File: src/pos_status_pkg.sv
package pos_status_pkg;
    localparam int          AXES          = 2;
    localparam logic [7:0]  OFS_X_STATUS  = 8'h1C;
    localparam logic [7:0]  OFS_X_ERROR   = 8'h1D;
    localparam logic [7:0]  OFS_X_ERRWORD = 8'h1E;
    localparam logic [7:0]  OFS_X_SRVNUM  = 8'h1F;
    localparam logic [7:0]  OFS_Y_STATUS  = 8'h80;
    localparam logic [7:0]  OFS_Y_ERROR   = 8'h81;
    localparam logic [7:0]  OFS_Y_ERRWORD = 8'h82;
    localparam logic [7:0]  OFS_Y_SRVNUM  = 8'h83;
    localparam int          BIT_ERROR     = 5;
    localparam int          BIT_DONE      = 6;
    localparam int          BIT_REMAIN    = 7;
    localparam int          BIT_AUX       = 8;
    localparam int          BIT_READY     = 9;
    localparam int          BIT_SERVO_XFR = 10;
    localparam int          BIT_FLASH     = 11;
    localparam int          BIT_INIT      = 12;
    localparam int          BIT_SPEED     = 13;
    localparam int          BIT_TARGET    = 14;
    localparam int          BIT_TABLE     = 15;
    localparam logic [15:0] RESET_WORD    = 16'h0000;
    localparam logic [3:0]  OP_ZERO_DOG   = 4'h0;
    localparam logic [3:0]  OP_ZERO_STOP  = 4'h1;
    localparam logic [3:0]  OP_ZERO_DSET  = 4'h2;
    localparam logic [3:0]  OP_SPEED1     = 4'h3;
    localparam logic [3:0]  OP_FEED1      = 4'h4;
    localparam logic [3:0]  OP_SPEED2     = 4'h5;
    localparam logic [3:0]  OP_FEED2      = 4'h6;
    localparam logic [3:0]  OP_INT_STOP   = 4'h7;
    localparam logic [3:0]  OP_MULTI      = 4'h8;
    localparam logic [3:0]  OP_LINEAR     = 4'h9;
    localparam logic [3:0]  OP_LIN_INT    = 4'hA;
    localparam logic [3:0]  OP_CIRCULAR   = 4'hB;
    localparam logic [3:0]  OP_RECIP      = 4'hC;
    localparam logic [3:0]  OP_JOG        = 4'hD;
    localparam logic [3:0]  OP_MPG        = 4'hE;
    localparam logic [3:0]  OP_VARSPEED   = 4'hF;

    typedef struct packed {
        logic [15:0] status;
        logic [15:0] errCode;
        logic [15:0] errWord;
        logic [15:0] srvNum;
    } axis_state_t;

    // Operation kinds that report normal completion
    function automatic logic op_reports_done(input logic [3:0] op);
        case (op)
            OP_ZERO_DSET, OP_JOG, OP_MPG, OP_VARSPEED: op_reports_done = 1'b0;
            default:                                    op_reports_done = 1'b1;
        endcase
    endfunction
endpackage

File: src/positioning_status_flags.sv
// Decided for this implementation: the strobed register port.
`timescale 1ns/1ps
module positioning_status_flags
    import pos_status_pkg::*;
(
    // Clock and reset
    input  wire logic                  core_clk,
    input  wire logic                  sys_rst,
    // Register port
    input  wire logic [7:0]            regAddr,
    input  wire logic [15:0]           regWdata,
    input  wire logic                  regWr,
    input  wire logic                  regRd,
    output logic      [15:0]           regRdata,
    // Module events
    input  wire logic                  bootDone,
    // Per-axis inputs: events one bit per axis, opKind four bits and error words 16 bits per axis
    input  wire logic [AXES-1:0]       startCmd,
    input  wire logic [AXES-1:0]       tableStart,
    input  wire logic [AXES-1:0]       tableDone,
    input  wire logic [AXES-1:0]       motionDone,
    input  wire logic [AXES-1:0]       stopEnded,
    input  wire logic [AXES-1:0]       remainStandby,
    input  wire logic [AXES-1:0]       remainCancel,
    input  wire logic [AXES-1:0]       auxOn,
    input  wire logic [AXES-1:0]       auxOffCmd,
    input  wire logic [AXES-1:0]       servoXfrBusy,
    input  wire logic [AXES-1:0]       speedCmd,
    input  wire logic [AXES-1:0]       speedDone,
    input  wire logic [AXES-1:0]       targetCmd,
    input  wire logic [AXES-1:0]       targetDone,
    input  wire logic [AXES-1:0]       positioning,
    input  wire logic [AXES-1:0]       errDetect,
    input  wire logic [AXES-1:0]       servoErr,
    input  wire logic [AXES-1:0]       errResetCmd,
    input  wire logic [AXES*4-1:0]     opKind,
    input  wire logic [AXES*16-1:0]    errCodeIn,
    input  wire logic [AXES*16-1:0]    errWordIn,
    input  wire logic [AXES*16-1:0]    srvNumIn,
    // Shared buffer activity
    input  wire logic                  flashBusy,
    input  wire logic                  initBusy,
    // Servo indication
    output logic      [AXES-1:0]       servoStatus
);
    // Events of one axis, gathered from the per-axis vectors
    typedef struct packed {
        logic       start;
        logic       tableStart;
        logic       tableDone;
        logic       motionDone;
        logic       stopEnded;
        logic       remainStandby;
        logic       remainCancel;
        logic       auxOn;
        logic       auxOff;
        logic       servoXfr;
        logic       speedCmd;
        logic       speedDone;
        logic       targetCmd;
        logic       targetDone;
        logic       positioning;
        logic       errDetect;
        logic       servoErr;
        logic       errReset;
        logic [3:0] op;
    } axis_events_t;

    // All registered state
    typedef struct packed {
        axis_state_t [AXES-1:0] ax;
        logic                   ready;
        logic [15:0]            rdata;
        logic [AXES-1:0]        srvInd;
    } state_t;

    state_t state_ff;
    state_t nxt_state;

    // Flag whose set event outranks its clear event
    function automatic logic set_wins(input logic cur, input logic setEv, input logic clrEv);
        logic res;
        res = cur;
        if (clrEv) begin
            res = 1'b0;
        end
        if (setEv) begin
            res = 1'b1;
        end
        set_wins = res;
    endfunction

    // Flag whose clear event outranks its set event
    function automatic logic clear_wins(input logic cur, input logic setEv, input logic clrEv);
        logic res;
        res = cur;
        if (setEv) begin
            res = 1'b1;
        end
        if (clrEv) begin
            res = 1'b0;
        end
        clear_wins = res;
    endfunction

    // Module or servo fault on one axis
    function automatic logic fault_now(input axis_events_t ev);
        fault_now = ev.errDetect | ev.servoErr;
    endfunction

    // Normal finish of a kind that reports completion; a stop never counts
    function automatic logic done_event(input axis_events_t ev);
        logic normal;
        normal     = ev.motionDone & ~ev.stopEnded;
        done_event = normal & op_reports_done(ev.op);
    endfunction

    // Next status word of one axis
    function automatic logic [15:0] next_status(
        input logic [15:0]  cur,
        input axis_events_t ev,
        input logic         ready,
        input logic         flash,
        input logic         init
    );
        logic [15:0] s;
        logic        fault;
        s     = cur;
        fault = fault_now(ev);
        // Completion, clear outranks set
        s[BIT_DONE]   = clear_wins(cur[BIT_DONE], done_event(ev),
                                   ev.start | fault | ev.errReset);
        s[BIT_REMAIN] = set_wins(cur[BIT_REMAIN], ev.remainStandby,
                                 ev.start | ev.remainCancel);
        s[BIT_AUX]    = set_wins(cur[BIT_AUX], ev.auxOn, ev.auxOff);
        s[BIT_SPEED]  = set_wins(cur[BIT_SPEED], ev.speedCmd & ev.positioning,
                                 ev.speedDone);
        s[BIT_TARGET] = set_wins(cur[BIT_TARGET], ev.targetCmd & ev.positioning,
                                 ev.targetDone);
        s[BIT_TABLE]  = set_wins(cur[BIT_TABLE], ev.start & ev.tableStart,
                                 ev.tableDone);
        s[BIT_ERROR]  = set_wins(cur[BIT_ERROR], fault, ev.errReset);
        // Level indications follow their sources
        s[BIT_SERVO_XFR] = ev.servoXfr;
        s[BIT_FLASH]     = flash;
        s[BIT_INIT]      = init;
        s[BIT_READY]     = ready;
        next_status = s;
    endfunction

    // Read decode over both axes
    function automatic logic [15:0] read_word(input logic [7:0] addr, input state_t st);
        logic [15:0] w;
        w = 16'h0000;
        case (addr)
            OFS_X_STATUS: begin
                w = st.ax[0].status;
            end
            OFS_X_ERROR: begin
                w = st.ax[0].errCode;
            end
            OFS_X_ERRWORD: begin
                w = st.ax[0].errWord;
            end
            OFS_X_SRVNUM: begin
                w = st.ax[0].srvNum;
            end
            OFS_Y_STATUS: begin
                w = st.ax[1].status;
            end
            OFS_Y_ERROR: begin
                w = st.ax[1].errCode;
            end
            OFS_Y_ERRWORD: begin
                w = st.ax[1].errWord;
            end
            OFS_Y_SRVNUM: begin
                w = st.ax[1].srvNum;
            end
            default: begin
                w = 16'h0000;
            end
        endcase
        read_word = w;
    endfunction

    always_comb begin
        axis_events_t ev;
        logic         fault;
        ev        = '0;
        fault     = 1'b0;
        nxt_state = state_ff;
        // Boot completion is sticky until reset
        if (bootDone) begin
            nxt_state.ready = 1'b1;
        end
        for (int i = 0; i < AXES; i++) begin
            ev.start         = startCmd[i];
            ev.tableStart    = tableStart[i];
            ev.tableDone     = tableDone[i];
            ev.motionDone    = motionDone[i];
            ev.stopEnded     = stopEnded[i];
            ev.remainStandby = remainStandby[i];
            ev.remainCancel  = remainCancel[i];
            ev.auxOn         = auxOn[i];
            ev.auxOff        = auxOffCmd[i];
            ev.servoXfr      = servoXfrBusy[i];
            ev.speedCmd      = speedCmd[i];
            ev.speedDone     = speedDone[i];
            ev.targetCmd     = targetCmd[i];
            ev.targetDone    = targetDone[i];
            ev.positioning   = positioning[i];
            ev.errDetect     = errDetect[i];
            ev.servoErr      = servoErr[i];
            ev.errReset      = errResetCmd[i];
            ev.op            = opKind[i*4 +: 4];
            fault            = fault_now(ev);
            nxt_state.ax[i].status = next_status(state_ff.ax[i].status, ev,
                                                 nxt_state.ready, flashBusy, initBusy);
            // Error information captured on every fault
            if (fault) begin
                nxt_state.ax[i].errCode = errCodeIn[i*16 +: 16];
                nxt_state.ax[i].errWord = errWordIn[i*16 +: 16];
                nxt_state.ax[i].srvNum  = srvNumIn[i*16 +: 16];
            end
            nxt_state.srvInd[i] = set_wins(state_ff.srvInd[i], ev.servoErr,
                                           ev.errReset);
        end
        // Reads are side-effect free
        nxt_state.rdata = 16'h0000;
        if (regRd) begin
            nxt_state.rdata = read_word(regAddr, state_ff);
        end
    end

    always_ff @(posedge core_clk) begin
        if (sys_rst) begin
            state_ff <= '0;
        end else begin
            state_ff <= nxt_state;
        end
    end

    assign regRdata    = state_ff.rdata;
    assign servoStatus = state_ff.srvInd;
endmodule

File: config.mk
export PLATFORM = sky130hd
export DESIGN_NAME = positioning_status_flags
export DESIGN_NICKNAME = d
export VERILOG_FILES = /design/src/pos_status_pkg.sv /design/src/positioning_status_flags.sv
export SDC_FILE = /design/constraint.sdc
export NUM_CORES = 1
export LEC_CHECK = 0
export BUFFER_PORTS_ARGS = -buffer_cell sky130_fd_sc_hd__buf_2
export CAP_MARGIN = 20
export CORE_UTILIZATION = 45
export CTS_CLUSTER_DIAMETER = 80
export DETAILED_ROUTE_END_ITERATION = 16
export GPL_TIMING_DRIVEN = 0
export PLACE_DENSITY = 0.78
export SETUP_SLACK_MARGIN = 0.1
export SKIP_LAST_GASP = 1
export SLEW_MARGIN = 40
export SYNTH_ARGS = -nofsm -noshare
export SYNTH_HDL_FRONTEND = slang
export SYNTH_SLANG_ARGS = --single-unit
File: constraint.sdc
create_clock -name core_clk -period 1.2 [get_ports core_clk]
set_input_delay 0.06 -clock core_clk [delete_from_list [all_inputs] [get_ports core_clk]]
set_output_delay 0.06 -clock core_clk [all_outputs]
set_load 0.03 [all_outputs]
* Word-level counts from Yosys, hierarchy flattened
Index checks and enable logic that the tools add are counted.
** Cells by class
- Eq/ne operators :: 16
- Bitwise logic cells :: 21
- Multiplexer cells :: 30
- Reduce and logical (&&, ||, !) cells :: 19
** Operators by type and width (count)
- 16-bit one-hot mux with 8 select lines :: 1
- 8-bit by 5-bit == test with 1-bit output (second input constant) :: 4
- 8-bit == test (second input constant) :: 4
- 1-bit two-way mux :: 29
- 2-bit nonzero test :: 14
- 4-bit == test (second input constant) :: 6
- 1-bit AND :: 10
- 4-bit by 2-bit == test with 1-bit output (second input constant) :: 2
- 1-bit bitwise OR :: 8
- 4-bit OR reduction :: 2
- 2-bit OR reduction :: 3
- 1-bit inverter :: 3
** Word-level totals
- Input port bits :: 171
- Register bits :: 137
- Logic and storage cells :: 112

* Logic depth before layout (Yosys ltp)
- Word-level depth :: 4
- Mapped depth :: 6
- Depth with buffers taken out :: 5

* Worst setup path after synthesis
No wires, ideal clock.
- Kind :: input to register
- Start point :: input port regAddr[1]
- End point :: register state_ff (netlist bit regRdata[14])
- Path buffers :: 1
- Stages :: 4
- Slack :: 0.006 ns
- Data arrival time :: 1.078 ns
- Setup time :: 0.117 ns
- Cell sequence :: buf_2 mux4_2 a22oi_1 nor2_1
** Between the ends
- Longest elaborated chain between the ends :: 2
- Elaborated cells between the ends (all ways) :: 9
- Those cells by class :: 8 x eq/ne; 1 x mux
** RTL lines
- from (decl) :: line positioning_status_flags.sv:10 : input wire logic [7:0] regAddr,
- 8-bit == test or 8-bit by 5-bit == test with 1-bit output (tied branches) :: line positioning_status_flags.sv:155 : case (addr)
- 16-bit one-hot mux with 8 select lines * :: line positioning_status_flags.sv:155
- to (signal assigned) :: line positioning_status_flags.sv:240 : state_ff <= nxt_state;
- to (decl) :: line positioning_status_flags.sv:77 : state_t state_ff;
Every way passes the cells marked *; elsewhere a longest branch is shown, timed or not.
A chain may end at the register's enable or synchronous reset.

* Worst setup path in the final report
- Start point :: register state_ff[127] (netlist name)
- End point :: register state_ff (netlist bit regRdata[12])
** Between the ends
- Longest elaborated chain between the ends :: 1
** RTL lines (line)
- 16-bit one-hot mux with 8 select lines :: positioning_status_flags.sv:155
No other way between the ends.

==> results.sh <==
export IMPL_status="finished clean"
export IMPL_design_area_um2=8651
export IMPL_final_net_count=1149
export IMPL_fmax_mhz=836.6
export IMPL_ys_seq_area_share_pct=48.33
export IMPL_clock_root_buffer="clkbuf_16"
export IMPL_vdd_ir_drop_max_v=0.001010
export IMPL_max_slew_margin_pct=46.03
export IMPL_crit_family="compound AO/OA/AOI/OAI gates"
export IMPL_rows=40
export IMPL_hp_class="primary input to flip-flop"
export IMPL_grt_use_total_pct=33.00
export IMPL_multiInputGateArea_um2=2582
export IMPL_placed_cell_area_um2=6573
export IMPL_netlist_area_um2=5509
export IMPL_path_buf_inv=0
export IMPL_required_ns=1.55
export IMPL_crit_type="flip-flop to flip-flop"
export IMPL_startpoint_type="flip-flop"
export IMPL_finalSetupViolCount=0
export IMPL_reg2reg_setup_slack_ns=0.005
export IMPL_min_period_ns=1.195
export IMPL_cts_made_buffers=17
export IMPL_min_to="state_ff[137]"
export IMPL_cts_num_sinks=133
export IMPL_grt_pass1_vias=6272
export IMPL_ant_nets=0
export IMPL_p_leak_nw=3.781
export IMPL_antenna_cells=0
export IMPL_viasPerCell=5.443
export IMPL_n_fill_cell=839
export IMPL_dieArea_um2=12690
export IMPL_io_buffers=170
export IMPL_pin_count=189
export IMPL_hold_violations=0
export IMPL_dpl_hpwl_um=12280
export IMPL_finalWorstSetupSlack_ns=0.004647
export IMPL_drt_met1_wl_um=7671
export IMPL_cts_clk_slew_worst_paths_ns=0.06
export IMPL_design_power_total_w=0.01162
export IMPL_r2r_end="regRdata[12]"
export IMPL_place_ws_ns=-0.6085
export IMPL_worstMarginPinSlew_ns=0.8096
export IMPL_globalplace_congestion=0.9186
export IMPL_finalMaxSlewViolations=0
export IMPL_path_cells="nor4b_1 > a32o_1 > o31ai_2 > a21oi_1"
export IMPL_cts_tree="done"
export IMPL_drtIter0Drc=482
export IMPL_worst_path_max_delay_cell="dfxtp_1"
export IMPL_slowest_delay_ns=0.35
export IMPL_top_layer_used="met4"
export IMPL_drc_errors=0
export IMPL_vias=6194
export IMPL_reg2reg_from="state_ff[127]"
export IMPL_start_util_pct=46.06
export IMPL_synth_top_area_share_pct=48.33
export IMPL_wl_per_cell_um=18.13
export IMPL_netlist_instances=655
export IMPL_postSynthAreaPerCell_um2=8.411
export IMPL_htreeDepth=4
export IMPL_grt_max_degree=17
export IMPL_drt_wl_total_um=20630
export IMPL_grt_setup_unrepaired="true"
export IMPL_cp_max_fo=2
export IMPL_insertion_delay_ns=0.42
export IMPL_core_area_um2=11960
export IMPL_tns_ns=0
export IMPL_syn_nets=826
export IMPL_synth_warnings=0
export IMPL_power_density_nw_per_um2=1343
export IMPL_holdPathStages=4
export IMPL_seqCellArea_um2=2673
export IMPL_end_kind="flip-flop"
export IMPL_cap_viol_max_count=0
export IMPL_grt_pass1_wl_um=31530
export IMPL_ys_ff_latch=133
export IMPL_grt_ovfl_total=0
export IMPL_final_core_utilization_pct=72.32
export IMPL_period_share_pct=99.61
export IMPL_worstHoldStart="opKind[7]"
export IMPL_wl_met3_um=1831
export IMPL_synthTopCellsByArea="dfxtp_1 48%, nand2_1 14%, a21oi_1 10%"
export IMPL_synth_cell_types=38
export IMPL_wl_met2_um=10190
export IMPL_die_h_um=112.6
export IMPL_syn_to_final_growth_pct=57.03
export IMPL_firstDrtPassIters=5
export IMPL_drive_gt1_share_pct=29.97
export IMPL_crit_arrival_ns=1.54
export IMPL_synth_top_area_cell="dfxtp_1"
export IMPL_antenna_found_initial=0
export IMPL_clock_path_buffers=2
export IMPL_fin_skew_ns=0.007753
export IMPL_fp_dieW_um=112.6
export IMPL_rr_worst_depth=4
worst register-to-register path, delay by kind of cell, from the launching register on:
family          cells  cell delay [ns]
flops               1             0.35
compound gates      3             0.43
simple gates        1             0.34
cells by family after synthesis:
logic type	Yosys count	synth area share [%]
AND/OR/NAND/NOR	277	22.08
AO/OA/AOI/OAI	157	16.08
flip-flops	133	48.33
buffers and inverters	71	6.768
multiplexers	17	6.745
flip-flops by register name, summed over array words and instances, names as in the netlist:
| register | count |
|---|---|
| state_ff | 115 |
| regRdata | 16 |
| servoStatus | 2 |
repair_timing:
| item | in CTS | in global routing |
|---|---|---|
| resized for setup | 14 | 35 |
| endpoints found under the hold margin | 118 | 4 |
| endpoints found under the setup margin | 60 | 35 |
| pin swaps | 5 | 6 |
| setup buffers | 0 | 1 |
| hold buffers | 136 | 3 |
layout make-up:
cell class	instances	share of cell area, %
Inverter	4	0.1736
Timing Repair Buffer	304	25.51
Clock inverter	15	2.083
Clock buffer	17	4.918
Sequential cell	133	30.89
Multi-Input combinational cell	451	29.85
Buffer	67	4.440
Tap cell	147	2.126
placed cells by master, fill, tap and decap left out, types with 7 or more instances in the layout:
cell / Yosys / final
clkbuf_16: 0 / 17
a31oi_1: 7 / 7
mux4_2: 16 / 16
buf_4: 20 / 27
nand2_1: 201 / 200
a21oi_1: 114 / 111
clkbuf_1: 28 / 23
and3_1: 8 / 7
a22o_1: 7 / 7
dlygate4sd3_1: 0 / 133
nor2_1: 29 / 28
buf_2: 13 / 171
clkbuf_2: 0 / 8
a22oi_2: 0 / 8
dfxtp_1: 133 / 125
dfxtp_2: 0 / 8
metal layers:
metal,vias to the layer above,GRT usage [%]
met3,88,8.099
met5,-,0
met1,2886,36.76
met4,0,20.62
met2,362,56.67
li1,2858,-
cells in the mapped netlist:
cell type / count
a31oi_1: 7
dfxtp_1: 133
nand3_1: 3
nand2_2: 2
mux2_2: 1
nor4b_1: 3
buf_6: 2
nor2b_1: 6
a32oi_1: 2
o21ai_0: 3
nor3b_1: 9
nand2b_1: 6
nand2_1: 201
or2_1: 2
and2_4: 1
inv_1: 4
nand3b_4: 1
mux4_2: 16
a22oi_1: 14
o22ai_1: 3
a32o_1: 1
and2_1: 1
and4b_4: 1
buf_2: 13
a22o_1: 7
buf_1: 4
o31ai_1: 2
o41ai_1: 1
o211ai_1: 2
o21ai_1: 1
a21oi_1: 114
nor2_1: 29
nand4_1: 1
clkbuf_1: 28
nor4b_4: 1
and3_1: 8
buf_4: 20
or4_1: 2
worst max path at each step:
stage	slack (ns)	endpoint	from	cells after the start
2_1_floorplan	0.07	regRdata[11]	regAddr[4]	6
3_3_place_gp	-0.57	state_ff[113]	sys_rst	4
3_5_place_dp	-0.61	state_ff[108]	sys_rst	4
4_1_cts	0.03	regRdata[14]	state_ff[49]	3
5_1_grt	-0.02	regRdata[12]	state_ff[127]	4
6_report	0.005	regRdata[12]	state_ff[127]	4
through the flow:
| step | hold WS, ns | cells |
|---|---|---|
| CTS | 0.006472 | 1140 |
| finish | 0.009930 | 1138 |
| detailed placement | 0.2744 | 972 |
| global placement | 0.2678 | 972 |
| global route | 0.03803 | 1138 |
| floorplan | 0.1758 | 655 |
where the power goes:
group          switching, W  internal [W]  total (W)
Combinational      0.000702      0.000776    0.00148
Sequential         0.000144       0.00466    0.00480
Clock               0.00206       0.00328    0.00533
Total               0.00290       0.00871     0.0116
Note: power is estimated with default switching activity, not from simulation.
